### src/rtl/bcc_map.vh
// Register map, field positions, codes and reset values of the capture/compare unit
`ifndef BCC_MAP_VH
`define BCC_MAP_VH

// Channel count: seven channels, 0 to 6
`define BCC_NCH 7

// Register indices on the plain register port
`define BCC_A_CTRL 8'h00
`define BCC_A_COUNT 8'h01
`define BCC_A_CCTL 8'h10
`define BCC_A_CCR 8'h20

// Timer control fields
`define BCC_F_MC 1
`define BCC_F_GRP 3
`define BCC_F_HIZ 4
`define BCC_F_CLR 5
`define BCC_F_DIR 6

// Channel control fields
`define BCC_F_EDGE 15
`define BCC_F_SRC 13
`define BCC_F_SCS 11
`define BCC_F_LVL 10
`define BCC_F_CLLD 9
`define BCC_F_OMODE 7
`define BCC_F_CAP 4
`define BCC_F_OBIT 3
`define BCC_F_COV 2
`define BCC_F_FLAG 1

// Counter modes
`define BCC_MC_STOP 2'h0
`define BCC_MC_UP 2'h1
`define BCC_MC_CONT 2'h2
`define BCC_MC_UPDN 2'h3

// Edge selector codes
`define BCC_EDGE_NONE 2'h0
`define BCC_EDGE_RISE 2'h1
`define BCC_EDGE_FALL 2'h2
`define BCC_EDGE_BOTH 2'h3

// Input source codes
`define BCC_SRC_A 2'h0
`define BCC_SRC_B 2'h1
`define BCC_SRC_GND 2'h2
`define BCC_SRC_VCC 2'h3

// Latch load events
`define BCC_LD_NOW 2'h0
`define BCC_LD_ZERO 2'h1
`define BCC_LD_ZPER 2'h2
`define BCC_LD_OLD 2'h3

// Reset values
`define BCC_CTRL_RST 16'h0000
`define BCC_CCTL_RST 16'h0000
`define BCC_WORD_RST 16'h0000

`endif

### src/rtl/bcc_out_unit.v
// Output unit of one capture/compare channel
`timescale 1ns/1ps
module bcc_out_unit (
  // Clock and reset
  input wire i_clk,
  input wire i_arst_n,
  // Control
  input wire [2:0] i_mode,
  input wire i_sw_bit,
  input wire i_hiz,
  // Match events
  input wire i_ch_match,
  input wire i_per_match,
  // Pin
  output reg o_out,
  output reg o_oe
);

  reg out_nxt;

  always @* begin
    out_nxt = o_out;
    case (i_mode)
      3'h0: out_nxt = i_sw_bit;
      3'h1: if (i_ch_match) out_nxt = 1'b1;
      3'h2: if (i_ch_match) out_nxt = ~o_out; else if (i_per_match) out_nxt = 1'b0;
      3'h3: if (i_ch_match) out_nxt = 1'b1; else if (i_per_match) out_nxt = 1'b0;
      3'h4: if (i_ch_match) out_nxt = ~o_out;
      3'h5: if (i_ch_match) out_nxt = 1'b0;
      3'h6: if (i_ch_match) out_nxt = ~o_out; else if (i_per_match) out_nxt = 1'b1;
      3'h7: if (i_ch_match) out_nxt = 1'b0; else if (i_per_match) out_nxt = 1'b1;
      default: out_nxt = o_out;
    endcase
  end

  // Output changes on the clock edge in every mode
  always @(posedge i_clk or negedge i_arst_n) begin
    if (!i_arst_n) begin
      o_out <= 1'b0;
      o_oe <= 1'b0;
    end else begin
      o_out <= out_nxt;
      o_oe <= ~i_hiz;
    end
  end

endmodule

### src/rtl/bcc_top.v
// Buffered capture/compare unit of a 16-bit timer, with its counter
//
// Our own choices: the register addresses and the address-and-strobe port.
`timescale 1ns/1ps
`include "bcc_map.vh"
module bcc_top (
  // Clock and reset
  input wire I_MCLK,
  input wire I_ARST_N,
  // Register port
  input wire [7:0] I_ADDR,
  input wire [15:0] I_WDATA,
  input wire I_WR,
  input wire I_RD,
  output reg [15:0] O_RDATA,
  // Capture inputs
  input wire [6:0] I_CAP_A,
  input wire [6:0] I_CAP_B,
  // High-impedance pin
  input wire I_HIZ_PIN,
  // Channel outputs
  output wire [6:0] O_OUT,
  output wire [6:0] O_OUT_OE,
  output reg [6:0] O_FLAG
);

  localparam NCH = `BCC_NCH;

  ////////////////////////////////////////////////////////////////////////////
  // Group controller of a channel
  function [2:0] ctl_of;
    input [1:0] grp;
    input [2:0] ch;
    begin
      case (grp)
        2'h1: ctl_of = (ch == 3'h0) ? 3'h0 : (ch[0] ? ch : ch - 3'h1);
        2'h2: ctl_of = (ch == 3'h0) ? 3'h0 : ((ch <= 3'h3) ? 3'h1 : 3'h4);
        2'h3: ctl_of = 3'h1;
        default: ctl_of = ch;
      endcase
    end
  endfunction

  ////////////////////////////////////////////////////////////////////////////
  // Timer control and counter
  reg [15:0] ctrl_r;
  reg [15:0] cnt_r;
  reg [15:0] cnt_nxt;
  reg down_r;
  reg down_nxt;
  reg step;
  reg arrived_r;
  reg [15:0] per_hold_r;
  wire [1:0] mode = ctrl_r[`BCC_F_MC -: 2];
  wire [1:0] grp = ctrl_r[`BCC_F_GRP -: 2];
  wire hiz = ctrl_r[`BCC_F_HIZ] & I_HIZ_PIN;
  wire [16*NCH-1:0] latch_v;
  wire [15:0] period = latch_v[15:0];
  wire ctrl_wr = I_WR && (I_ADDR == `BCC_A_CTRL);
  wire cnt_wr = I_WR && (I_ADDR == `BCC_A_COUNT);
  wire clr = ctrl_wr && I_WDATA[`BCC_F_CLR];

  always @* begin
    cnt_nxt = cnt_r;
    down_nxt = down_r;
    step = 1'b0;
    case (mode)
      `BCC_MC_UP: begin
        if (period != 16'h0000) begin
          step = 1'b1;
          if (cnt_r >= period) cnt_nxt = 16'h0000;
          else cnt_nxt = cnt_r + 16'h0001;
        end
      end
      `BCC_MC_CONT: begin
        step = 1'b1;
        cnt_nxt = cnt_r + 16'h0001;
      end
      `BCC_MC_UPDN: begin
        if (period != 16'h0000) begin
          step = 1'b1;
          if (!down_r) begin
            if (cnt_r >= period) begin
              down_nxt = 1'b1;
              cnt_nxt = cnt_r - 16'h0001;
            end else begin
              cnt_nxt = cnt_r + 16'h0001;
            end
          end else if (cnt_r == 16'h0000) begin
            down_nxt = 1'b0;
            cnt_nxt = 16'h0001;
          end else begin
            cnt_nxt = cnt_r - 16'h0001;
            if (cnt_r == 16'h0001) down_nxt = 1'b0;
          end
        end
      end
      default: step = 1'b0;
    endcase
  end

  always @(posedge I_MCLK or negedge I_ARST_N) begin
    if (!I_ARST_N) begin
      ctrl_r <= `BCC_CTRL_RST;
      cnt_r <= `BCC_WORD_RST;
      down_r <= 1'b0;
      arrived_r <= 1'b0;
      per_hold_r <= `BCC_WORD_RST;
    end else begin
      // Period in force while counting down, so a new period waits for zero
      if (!down_r) per_hold_r <= period;
      if (ctrl_wr) ctrl_r <= I_WDATA & 16'h001f;
      if (clr) begin
        cnt_r <= 16'h0000;
        down_r <= 1'b0;
        arrived_r <= 1'b0;
      end else if (cnt_wr) begin
        cnt_r <= I_WDATA;
        arrived_r <= 1'b0;
      end else begin
        cnt_r <= cnt_nxt;
        down_r <= down_nxt;
        arrived_r <= step;
      end
    end
  end

  // Events when the counter counts onto a value
  wire zero_ev = arrived_r && (cnt_r == 16'h0000);
  wire [15:0] per_now = down_r ? per_hold_r : period;
  wire per_ev = arrived_r && (cnt_r == per_now);

  ////////////////////////////////////////////////////////////////////////////
  // Latch loading and grouping
  wire [16*NCH-1:0] cctl_v;
  wire [NCH-1:0] pend_v;
  reg [NCH-1:0] load;
  reg [NCH-1:0] all_pend;
  reg [2:0] c;
  reg [1:0] cl;
  reg ev;
  integer i;
  integer j;

  always @* begin
    load = {NCH{1'b0}};
    all_pend = {NCH{1'b0}};
    c = 3'h0;
    cl = 2'h0;
    ev = 1'b0;
    for (i = 0; i < NCH; i = i + 1) begin
      c = ctl_of(grp, i[2:0]);
      all_pend[i] = 1'b1;
      for (j = 0; j < NCH; j = j + 1) begin
        if (ctl_of(grp, j[2:0]) == c && !pend_v[j]) all_pend[i] = 1'b0;
      end
      cl = cctl_v[16*c + `BCC_F_CLLD -: 2];
      case (cl)
        `BCC_LD_ZERO: ev = zero_ev;
        `BCC_LD_ZPER: ev = zero_ev || (mode == `BCC_MC_UPDN && per_ev);
        `BCC_LD_OLD: ev = arrived_r && (cnt_r == latch_v[16*i +: 16]);
        default: ev = 1'b1;
      endcase
      if (cl == `BCC_LD_NOW) load[i] = pend_v[i];
      else load[i] = all_pend[i] && ev;
    end
  end

  ////////////////////////////////////////////////////////////////////////////
  // Channels
  wire [16*NCH-1:0] buf_v;
  wire [NCH-1:0] lvl_v;
  wire [NCH-1:0] flag_v;
  wire [NCH-1:0] cov_v;
  wire [NCH-1:0] chm_v;

  genvar g;
  generate
    for (g = 0; g < NCH; g = g + 1) begin : ch
      reg [15:0] cctl_r;
      reg [15:0] buf_r;
      reg [15:0] latch_r;
      reg pend_r;
      reg prev_r;
      reg hit_d_r;
      reg unread_r;
      reg flag_r;
      reg cov_r;
      reg sel_in;
      reg hit;
      wire cw = I_WR && (I_ADDR == `BCC_A_CCTL + g);
      wire bw = I_WR && (I_ADDR == `BCC_A_CCR + g);
      wire br = I_RD && (I_ADDR == `BCC_A_CCR + g);
      wire cap = cctl_r[`BCC_F_CAP];
      wire [1:0] src = cctl_r[`BCC_F_SRC -: 2];
      wire [1:0] edg = cctl_r[`BCC_F_EDGE -: 2];
      wire cap_now = cap && (cctl_r[`BCC_F_SCS] ? hit_d_r : hit);
      wire chm = !cap && arrived_r && (cnt_r == latch_r);

      always @* begin
        case (src)
          `BCC_SRC_A: sel_in = I_CAP_A[g];
          `BCC_SRC_B: sel_in = I_CAP_B[g];
          `BCC_SRC_GND: sel_in = 1'b0;
          default: sel_in = 1'b1;
        endcase
        case (edg)
          `BCC_EDGE_RISE: hit = sel_in & ~prev_r;
          `BCC_EDGE_FALL: hit = ~sel_in & prev_r;
          `BCC_EDGE_BOTH: hit = sel_in ^ prev_r;
          default: hit = 1'b0;
        endcase
      end

      always @(posedge I_MCLK or negedge I_ARST_N) begin
        if (!I_ARST_N) begin
          cctl_r <= `BCC_CCTL_RST;
          buf_r <= `BCC_WORD_RST;
          latch_r <= `BCC_WORD_RST;
          pend_r <= 1'b0;
          prev_r <= 1'b0;
          hit_d_r <= 1'b0;
          unread_r <= 1'b0;
          flag_r <= 1'b0;
          cov_r <= 1'b0;
        end else begin
          prev_r <= sel_in;
          hit_d_r <= hit;
          if (cw) cctl_r <= I_WDATA & 16'hfbf8;
          // Flag and overrun: hardware set wins over a software clear
          if (cap_now || chm) flag_r <= 1'b1;
          else if (cw) flag_r <= I_WDATA[`BCC_F_FLAG];
          if (cap_now && unread_r) cov_r <= 1'b1;
          else if (cw) cov_r <= I_WDATA[`BCC_F_COV];
          if (cap_now) unread_r <= 1'b1;
          else if (br) unread_r <= 1'b0;
          if (cap_now) buf_r <= cnt_r;
          else if (bw) buf_r <= I_WDATA;
          if (bw) pend_r <= 1'b1;
          else if (load[g]) pend_r <= 1'b0;
          if (load[g]) latch_r <= buf_r;
        end
      end

      assign cctl_v[16*g +: 16] = cctl_r;
      assign buf_v[16*g +: 16] = buf_r;
      assign latch_v[16*g +: 16] = latch_r;
      assign pend_v[g] = pend_r;
      assign lvl_v[g] = sel_in;
      assign flag_v[g] = flag_r;
      assign cov_v[g] = cov_r;
      assign chm_v[g] = chm;

      bcc_out_unit u_out (
        .i_clk(I_MCLK),
        .i_arst_n(I_ARST_N),
        .i_mode(cctl_r[`BCC_F_OMODE -: 3]),
        .i_sw_bit(cctl_r[`BCC_F_OBIT]),
        .i_hiz(hiz),
        .i_ch_match(chm_v[g]),
        .i_per_match(per_ev),
        .o_out(O_OUT[g]),
        .o_oe(O_OUT_OE[g])
      );
    end
  endgenerate

  ////////////////////////////////////////////////////////////////////////////
  // Read data, one cycle after the read strobe
  reg [15:0] rd_nxt;
  integer k;

  always @* begin
    rd_nxt = 16'h0000;
    if (I_ADDR == `BCC_A_CTRL) rd_nxt = {9'h000, down_r, 1'b0, ctrl_r[4:0]};
    if (I_ADDR == `BCC_A_COUNT) rd_nxt = cnt_r;
    for (k = 0; k < NCH; k = k + 1) begin
      if (I_ADDR == `BCC_A_CCTL + k[7:0]) begin
        rd_nxt = cctl_v[16*k +: 16];
        rd_nxt[`BCC_F_LVL] = lvl_v[k];
        rd_nxt[`BCC_F_COV] = cov_v[k];
        rd_nxt[`BCC_F_FLAG] = flag_v[k];
      end
      if (I_ADDR == `BCC_A_CCR + k[7:0]) rd_nxt = buf_v[16*k +: 16];
    end
  end

  always @(posedge I_MCLK or negedge I_ARST_N) begin
    if (!I_ARST_N) begin
      O_RDATA <= 16'h0000;
      O_FLAG <= {NCH{1'b0}};
    end else begin
      if (I_RD) O_RDATA <= rd_nxt;
      O_FLAG <= flag_v;
    end
  end

endmodule

### config.mk
export PLATFORM = sky130hd
export DESIGN_NAME = bcc_top
export DESIGN_NICKNAME = d
export VERILOG_FILES = /design/src/rtl/bcc_out_unit.v /design/src/rtl/bcc_top.v
export VERILOG_INCLUDE_DIRS = /design/src /design/src/rtl
export SDC_FILE = /design/constraint.sdc
export NUM_CORES = 1
export LEC_CHECK = 0
export BUFFER_PORTS_ARGS = -buffer_cell sky130_fd_sc_hd__buf_2
export CAP_MARGIN = 20
export CORE_MARGIN = 2
export CORE_UTILIZATION = 35
export DETAILED_ROUTE_END_ITERATION = 16
export PLACE_DENSITY = 0.53
export RECOVER_POWER = 50
export SLEW_MARGIN = 20
export SYNTH_ARGS = -nofsm -noshare
export SYNTH_HDL_FRONTEND = slang
export SYNTH_SLANG_ARGS = --single-unit
### constraint.sdc
create_clock -name I_MCLK -period 4.6 [get_ports I_MCLK]
set_input_delay 0.23 -clock I_MCLK [delete_from_list [all_inputs] [get_ports I_MCLK]]
set_output_delay 0.23 -clock I_MCLK [all_outputs]
set_load 0.005 [all_outputs]
== Word-level counts from Yosys, hierarchy flattened ==
Cells that the tools add are included.

* Add/sub/neg operators: 8
* Magnitude comparators: 1
* Equality and inequality tests: 201
* Shifts and indexed selects: 6
* Mux-type cells: 268
* Bitwise logic cells: 44
* Reduce and logical (&&, ||, !) cells: 207

{| class="wikitable"
|+ Operators with widths
! kind !! number
|-
| indexed part select 113 x 9 -> 2 bit || 6
|-
| two-way mux 16 bit || 38
|-
| two-way mux 1 bit || 194
|-
| equality test 16 bit || 8
|-
| logical AND 1 bit || 111
|-
| equality test 3 bit || 30
|-
| equality test 3 bit, second input constant || 28
|-
| equality test 2 bit, second input constant || 39
|-
| nonzero test 2 bit || 37
|-
| case mux 1 bit (3 select lines) || 21
|-
| equality test 8 x 5 -> 1 bit, second input constant || 7
|-
| equality test 8 x 6 -> 1 bit, second input constant || 7
|-
| case mux 1 bit (8 select lines) || 7
|-
| adder 7 x 4 -> 8 bit, second input constant || 6
|-
| case mux 16 bit (3 select lines) || 1
|-
| equality test 2 x 1 -> 1 bit, second input constant || 23
|-
| equality test 3 x 2 -> 1 bit, second input constant || 14
|-
| != test 2 bit, second input constant || 21
|-
| equality test 3 x 1 -> 1 bit, second input constant || 13
|-
| logical NOT 2 bit || 14
|-
| AND reduction 3 bit || 9
|-
| inverter 1 bit || 22
|-
| logical NOT 3 bit || 7
|-
| equality test 1 x 3 -> 1 bit, first input constant || 6
|-
| other kinds (22) || 66
|}

* Flip-flop bits (word level): 420
* Input port bits: 43
* Output and inout bits: 37
* Word-level logic and storage cells: 813

== Logic depth before layout (Yosys ltp) ==
* Depth in word-level cells: 17
* Gate-level depth with buffers: 12
* Mapped depth without buffers: 11

== Hierarchy ==
A second synthesis with hierarchy kept.

* Cells, all modules: 2313
* Area, all modules: 23435.0 um^2

{| class="wikitable"
|+ Modules (own cells, without submodules)
! module !! times used !! cells each !! area each (um^2) !! seq. area each (um^2)
|-
| bcc_top || 1 || 2222 || 22620.4 || 10309.9
|-
| bcc_out_unit || 7 || 13 || 116.4 || 50.0
|}

== Worst setup path after synthesis ==
OpenSTA, ideal clock, no wires.

* Path type: reg2reg
* From: register cnt_r[0]
* To: register cnt_r[4]
* Setup time: 0.082 ns
* Arrival time: 2.747 ns
* Data required time: 4.518 ns
* Slack: 1.771 ns
* Cell stages (with the launch flop): 10
* Buffers on the path: 0
* Clock period less this slack: 2.829 ns
* Cell sequence: dfrtp_1 -> inv_1 -> ha_1 -> and3_1 -> and4_1 -> a21o_1 -> or3_1 -> a21oi_1 -> or4b_2 -> a31oi_1

* Longest elaborated chain between the ends: 7
* Elaborated cells between the ends (all ways): 13
* Those cells by class: add/sub: 2; order compare: 1; mux: 9; reduce/logical: 1

{| class="wikitable"
|+ RTL lines
! what !! RTL line !! text
|-
| start: declaration || bcc_top.v:47 || <nowiki>reg [15:0] cnt_r;</nowiki>
|-
| start signal: assignment || bcc_top.v:105 || <nowiki>cnt_r <= `BCC_WORD_RST;</nowiki>
|-
| start signal: assignment || bcc_top.v:121 || <nowiki>cnt_r <= cnt_nxt;</nowiki>
|-
| adder 16 x 1 -> 16 bit (tied with other cells) || bcc_top.v:72, bcc_top.v:77, bcc_top.v:87 ||
|-
| two-way mux 16 bit, on equally long branches || bcc_top.v:83, bcc_top.v:89 ||
|-
| two-way mux 16 bit || bcc_top.v:82 || <nowiki>if (!down_r) begin</nowiki>
|-
| two-way mux 16 bit || bcc_top.v:80 || <nowiki>if (period != 16'h0000) begin</nowiki>
|-
| case mux 16 bit (3 select lines) (*) || bcc_top.v:67 || <nowiki>case (mode)</nowiki>
|-
| two-way mux 16 bit (*) || bcc_top.v:117 || <nowiki>end else if (cnt_wr) begin</nowiki>
|-
| two-way mux 16 bit (*) || bcc_top.v:113 || <nowiki>if (clr) begin</nowiki>
|}

Mark *: on every way between the ends. The rest lies on a longest branch, timed or not. The select of a mux whose other input is x is not followed.
A chain may end at the register's enable or synchronous reset.

== Worst setup path in the final report ==
* From: register down_r
* To: register ch[4].latch_r[12]

* Longest elaborated chain between the ends: 8

{| class="wikitable"
|+ RTL lines
! what !! RTL line !! text
|-
| start: declaration || bcc_top.v:49 || <nowiki>reg down_r;</nowiki>
|-
| start signal: assignment || bcc_top.v:122 || <nowiki>down_r <= down_nxt;</nowiki>
|-
| two-way mux 16 bit || - ||
|-
| via per_now[14] || bcc_top.v:130 || <nowiki>wire [15:0] per_now = down_r ? per_hold_r : period;</nowiki>
|-
| equality test 16 bit || bcc_top.v:131 || <nowiki>wire per_ev = arrived_r && (cnt_r == per_now);</nowiki>
|-
| logical AND 1 bit || bcc_top.v:131 ||
|-
| logical AND 1 bit || bcc_top.v:160 || <nowiki>`BCC_LD_ZPER: ev = zero_ev || (mode == `BCC_MC_UPDN && per_ev);</nowiki>
|-
| logical OR 1 bit || bcc_top.v:160 ||
|-
| case mux 1 bit (3 select lines) || bcc_top.v:158 || <nowiki>case (cl)</nowiki>
|-
| logical AND 1 bit || bcc_top.v:165 || <nowiki>else load[i] = all_pend[i] && ev;</nowiki>
|-
| two-way mux 1 bit || bcc_top.v:164 || <nowiki>if (cl == `BCC_LD_NOW) load[i] = pend_v[i];</nowiki>
|-
| end signal: assignment || bcc_top.v:219 || <nowiki>latch_r <= `BCC_WORD_RST;</nowiki>
|-
| end signal: assignment || bcc_top.v:241 || <nowiki>if (load[g]) latch_r <= buf_r;</nowiki>
|-
| end: declaration || bcc_top.v:182 || <nowiki>reg [15:0] latch_r;</nowiki>
|}

The timed path passes the listed nets, and every way through them passes these cells.

==> results_tabular.tex <==
\begin{tabular}{lr}
\hline
Metric & Value \\
\hline
\multicolumn{2}{l}{\textbf{Status}} \\
\quad Outcome & finished, violations left \\
\quad Violated checks & max-capacitance violations, max-slew violations \\
\multicolumn{2}{l}{\textbf{Logic synthesis}} \\
\quad Largest area contributor in the netlist & sky130\_fd\_sc\_hd\_\_dfrtp\_1 \\
\quad Syn. warnings & 0 \\
\quad Distinct cell type count after synthesis & 95 \\
\quad Leading cell types by total area after synthesis & sky130\_fd\_sc\_hd\_\_dfrtp\_1 (44\%), sky130\_fd\_sc\_hd\_\_mux2\_2 (9.7\%), sky130\_fd\_sc\_hd\_\_mux2i\_1 (6.3\%) \\
\quad Fraction of registers with async set/reset & 100\% \\
\quad Fraction of synthesized cell area taken by the top area cell type & around 44\% \\
\quad Count of flip-flops with a built-in enable after synthesis & 0 \\
\quad Average cell area after synthesis & 10.0 um\^{}2 \\
\quad Number of flip-flops and latches in the synthesized netlist & 420 \\
\quad Count leader, synth & sky130\_fd\_sc\_hd\_\_dfrtp\_1 \\
\quad Synth Cell Area & approximately 0.024 mm\^{}2 \\
\quad Syn nets & 2458 \\
\quad Ranking of synthesized cells by instance count & sky130\_fd\_sc\_hd\_\_dfrtp\_1 (420), sky130\_fd\_sc\_hd\_\_nor2\_1 (253), sky130\_fd\_sc\_hd\_\_mux2\_2 (206) \\
\quad Top FF cell, synth & sky130\_fd\_sc\_hd\_\_dfrtp\_1 \\
\quad Seq/Total Area, Yosys & 44.0\% \\
\quad Instance count of the mapped netlist & 2378 \\
\multicolumn{2}{l}{\textbf{Worst setup path}} \\
\quad Capturing element type of the critical path & flop \\
\quad CP delay by family, top & compound AO/OA/AOI/OAI gates \\
\quad Critical Path Source Type & flop \\
\quad Data required time at the worst endpoint & between 5 and 6 ns \\
\quad FF-to-FF Start & down\_r \\
\quad Count of cells along the worst register-to-register path & 8 \\
\quad Cell with the largest stage delay on the worst path & sky130\_fd\_sc\_hd\_\_dfrtp\_1 \\
\quad Classification of the worst setup path & flop to flop \\
\quad Worst reg2reg path endpoint & ch[4].latch\_r[12] \\
\quad Slack of the worst reg-to-reg path & 0.81 ns \\
\quad Crit-path max FO & 18 \\
\quad Critical path's largest stage delay & a little over 0.8 ns \\
\quad Bufs and invs on worst path & 1 \\
\quad Worst Path Arrival & 4.30 ns \\
\quad Ordered list of cells on the worst path & mux2\_1, xor2\_1, nor4\_1, nand4\_2, buf\_4, o31a\_1, o211ai\_4, mux2\_2 \\
\multicolumn{2}{l}{\textbf{Timing}} \\
\quad Final number of max-transition violations & approximately 110 \\
\quad Final critical-path share of the clock period & 82.5\% \\
\quad Setup repair after global routing missed its margin & false \\
\quad Relative max-transition margin & -115\% \\
\quad Minimum period implied by the final worst setup slack & 3.79 ns \\
\quad Worst Tran Pin Value & 3.22 ns \\
\quad Highest Clock Rate & 264 MHz \\
\quad Setup-failing EPs final & 0 \\
\quad Number of endpoints with negative hold slack in the final report & 0 \\
\quad Final Hold Slack & approximately 0.028 ns \\
\quad Final Skew & 0.0334 ns \\
\quad Setup total negative slack & 0 ns \\
\multicolumn{2}{l}{\textbf{GRT}} \\
\quad Largest net degree at the start of global routing & 115 \\
\quad Global-route total usage across every layer & 27.5\% \\
\quad Total global routing overflow & 0 \\
\quad First-pass GRT wire length & 142 mm \\
\quad Initial antenna violation count & 2 \\
\quad Via count of the first global-routing pass & 19792 \\
\multicolumn{2}{l}{\textbf{Clock network}} \\
\quad Clock Sinks & 420 \\
\quad CTS tree & built \\
\quad Clk Latency, worst-skew pair & 0.63 ns \\
\quad CTS max path bufs & 3 \\
\quad Number of post-CTS setup repair buffers & 0 \\
\quad Number of CTS-inserted buffers & 49 \\
\quad Clock-pin slew reported for the worst setup and hold paths after clock tree synthesis & 0.06 ns \\
\quad Clock root buffer & sky130\_fd\_sc\_hd\_\_clkbuf\_16 \\
\quad Number of H-tree levels & 2 \\
\multicolumn{2}{l}{\textbf{Route}} \\
\quad Metal2 WL & 44.3 mm \\
\quad DRT Pass-1 Iters & 9 \\
\quad Routed wire length per instance & 29.2 um \\
\quad Highest signal layer in the routed design & met5 \\
\quad Met3 wirelength from detailed routing & 7.74 mm \\
\quad Post-detailed-route count of antenna-violating nets & 0 \\
\quad Met1 layer wirelength in the final routing & $\sim$41 mm \\
\quad Iteration-0 DRC count of the detailed router & 2235 \\
\quad DRC violation count after routing & 0 \\
\quad Avg Vias per Cell & 6.08 \\
\quad Via total after detailed routing & 20279 \\
\quad Total detailed-routing wirelength & 97.6 mm \\
\multicolumn{2}{l}{\textbf{Power}} \\
\quad Pwr Density & 451 mW/mm\^{}2 \\
\quad Leakage power & 13.1 nW \\
\quad Peak VDD IR & 293 uV \\
\multicolumn{2}{l}{\textbf{Floorplan}} \\
\quad Initial cell density of the core & around 35\% \\
\quad Die span in y & 265 um \\
\quad Rows & 95 \\
\quad Standard cell core area & 0.0674 mm\^{}2 \\
\quad Area enclosed by the die boundary & between 0.07 and 0.08 mm\^{}2 \\
\quad Number of top-level design ports & 80 \\
\quad Width of the die & 265 um \\
\multicolumn{2}{l}{\textbf{Finish}} \\
\quad Final std cells w/o fill & around 3300 \\
\quad Share of the core filled with cells in the final layout & 40.3\% \\
\quad Area Growth Syn to Fin & 13.8\% \\
\quad Final nets & 2504 \\
\quad Layout cell share with drive strength beyond 1 & 19.2\% \\
\quad Design Area, Final & 0.0272 mm\^{}2 \\
\multicolumn{2}{l}{\textbf{Placement}} \\
\quad Port Buffers & 79 \\
\quad Placed instance area & 0.0253 mm\^{}2 \\
\quad DP Cell Count & 3237 \\
\quad Detailed placer's ending HPWL & 67.3 mm \\
\quad Routability Congestion & between 0.9 and 1 \\
\multicolumn{2}{l}{\textbf{Min path}} \\
\quad Number of stages on the worst hold path & 4 \\
\quad Origin of the worst min-delay path & I\_CAP\_B[3] \\
\quad End point of the worst hold path & ch[3].prev\_r \\
\quad Class of the tightest hold or removal check & primary input to flop \\
\multicolumn{2}{l}{\textbf{Flow run}} \\
\quad Count of maximum capacitance violations & 1 \\
\hline
\end{tabular}
[routing by layer]
layer / global-route usage [%] / vias up
li1: - / 8746
met1: 36.7 / 10271
met2: 43.5 / 1017
met3: 5.35 / 243
met4: 11.8 / 2
met5: 0 / -
[report_power, final]
part | total (W) | switching (W) | internal, W
combinational | 0.00327 | 0.00212 | 0.00116
sequential | 0.00455 | 0.000507 | 0.00405
clock | 0.00442 | 0.00176 | 0.00265
total | 0.0122 | 0.00439 | 0.00786
[worst min-delay path, cell delays in order]
cell	delay (ns)
sky130_fd_sc_hd__buf_2	0.08
sky130_fd_sc_hd__o21a_1	0.10
sky130_fd_sc_hd__a21oi_1	0.05
sky130_fd_sc_hd__inv_1	0.13
[logic make-up after synthesis]
group | share of synthesized area, %
simple gates | 12.4
compound gates | 15.5
flops | 44.0
mux | 16.9
buf+inv | 4.63
xor+xnor | 4.62
fa+ha+maj | 1.94
[per-stage QoR]
| stage | power, W | setup WS, ns |
|---|---|---|
| after floorplan | 0.00641 | 1.77 |
| after global placement | 0.00775 | 0.808 |
| after detailed placement | 0.00779 | 0.830 |
| after CTS | 0.0122 | 0.823 |
| after global routing | 0.0127 | 0.671 |
| final | 0.0122 | 0.805 |
[how the worst max path moves through the flow]
stage | startpoint | to | slack, ns | cells after the start
detailed placement | down_r | ch[4].latch_r[0] | 0.83 | 8
finish | down_r | ch[4].latch_r[12] | 0.81 | 8
floorplan | cnt_r[0] | cnt_r[4] | 1.77 | 9
global placement | down_r | ch[4].latch_r[12] | 0.81 | 8
CTS | down_r | ch[4].latch_r[0] | 0.82 | 8
global route | down_r | ch[4].latch_r[0] | 0.67 | 8
[placed cells by master, fill, tap and decap left out, types with 9 or more instances in the layout]
cell type,n
sky130_fd_sc_hd__nor2_1,253
sky130_fd_sc_hd__ha_1,37
sky130_fd_sc_hd__nand2_1,132
sky130_fd_sc_hd__clkbuf_8,18
sky130_fd_sc_hd__buf_2,56
sky130_fd_sc_hd__xnor2_1,50
sky130_fd_sc_hd__a221oi_1,21
sky130_fd_sc_hd__nand3_1,34
sky130_fd_sc_hd__xor2_1,76
sky130_fd_sc_hd__mux2_2,190
sky130_fd_sc_hd__a22oi_1,27
sky130_fd_sc_hd__o22ai_1,29
sky130_fd_sc_hd__and3_1,14
sky130_fd_sc_hd__a21oi_1,189
sky130_fd_sc_hd__nand4_1,27
sky130_fd_sc_hd__nand2b_1,12
sky130_fd_sc_hd__a222oi_1,14
sky130_fd_sc_hd__nor3_1,29
sky130_fd_sc_hd__mux2i_1,150
sky130_fd_sc_hd__a22o_1,12
sky130_fd_sc_hd__a31oi_1,10
sky130_fd_sc_hd__dlygate4sd3_1,9
sky130_fd_sc_hd__a211oi_1,20
sky130_fd_sc_hd__a221o_1,10
sky130_fd_sc_hd__mux2_1,23
sky130_fd_sc_hd__o211ai_1,21
sky130_fd_sc_hd__mux2_4,9
sky130_fd_sc_hd__a21o_1,9
sky130_fd_sc_hd__o21ai_0,99
sky130_fd_sc_hd__inv_1,70
sky130_fd_sc_hd__buf_4,85
sky130_fd_sc_hd__clkbuf_1,29
sky130_fd_sc_hd__clkbuf_16,49
sky130_fd_sc_hd__and2_1,10
sky130_fd_sc_hd__nor4_1,35
sky130_fd_sc_hd__o221ai_1,9
sky130_fd_sc_hd__dfrtp_1,420
[sequential cells by signal, indices dropped and copies added (netlist names), 16 cells and up]
signal      count
ch.buf_r      112
ch.cctl_r      84
ch.latch_r    112
per_hold_r     16
O_RDATA        16
cnt_r          16
[timing repair]
action,4_1_cts,5_1_grt
gates resized for setup,0,0
hold endpoints to repair,115,0
hold buffers,9,0
[final cells by class]
class	count	area, um^2
Clock buffer	71	1490
Antenna cell	1	2.50
Inverter	71	267
Fill cell	6539	40200
Sequential cell	420	10500
Timing Repair Buffer	180	1190
Tap cell	873	1090
Multi-Input combinational cell	1702	12300
Clock inverter	19	334
No activity file was read; power rests on OpenSTA's default activity.
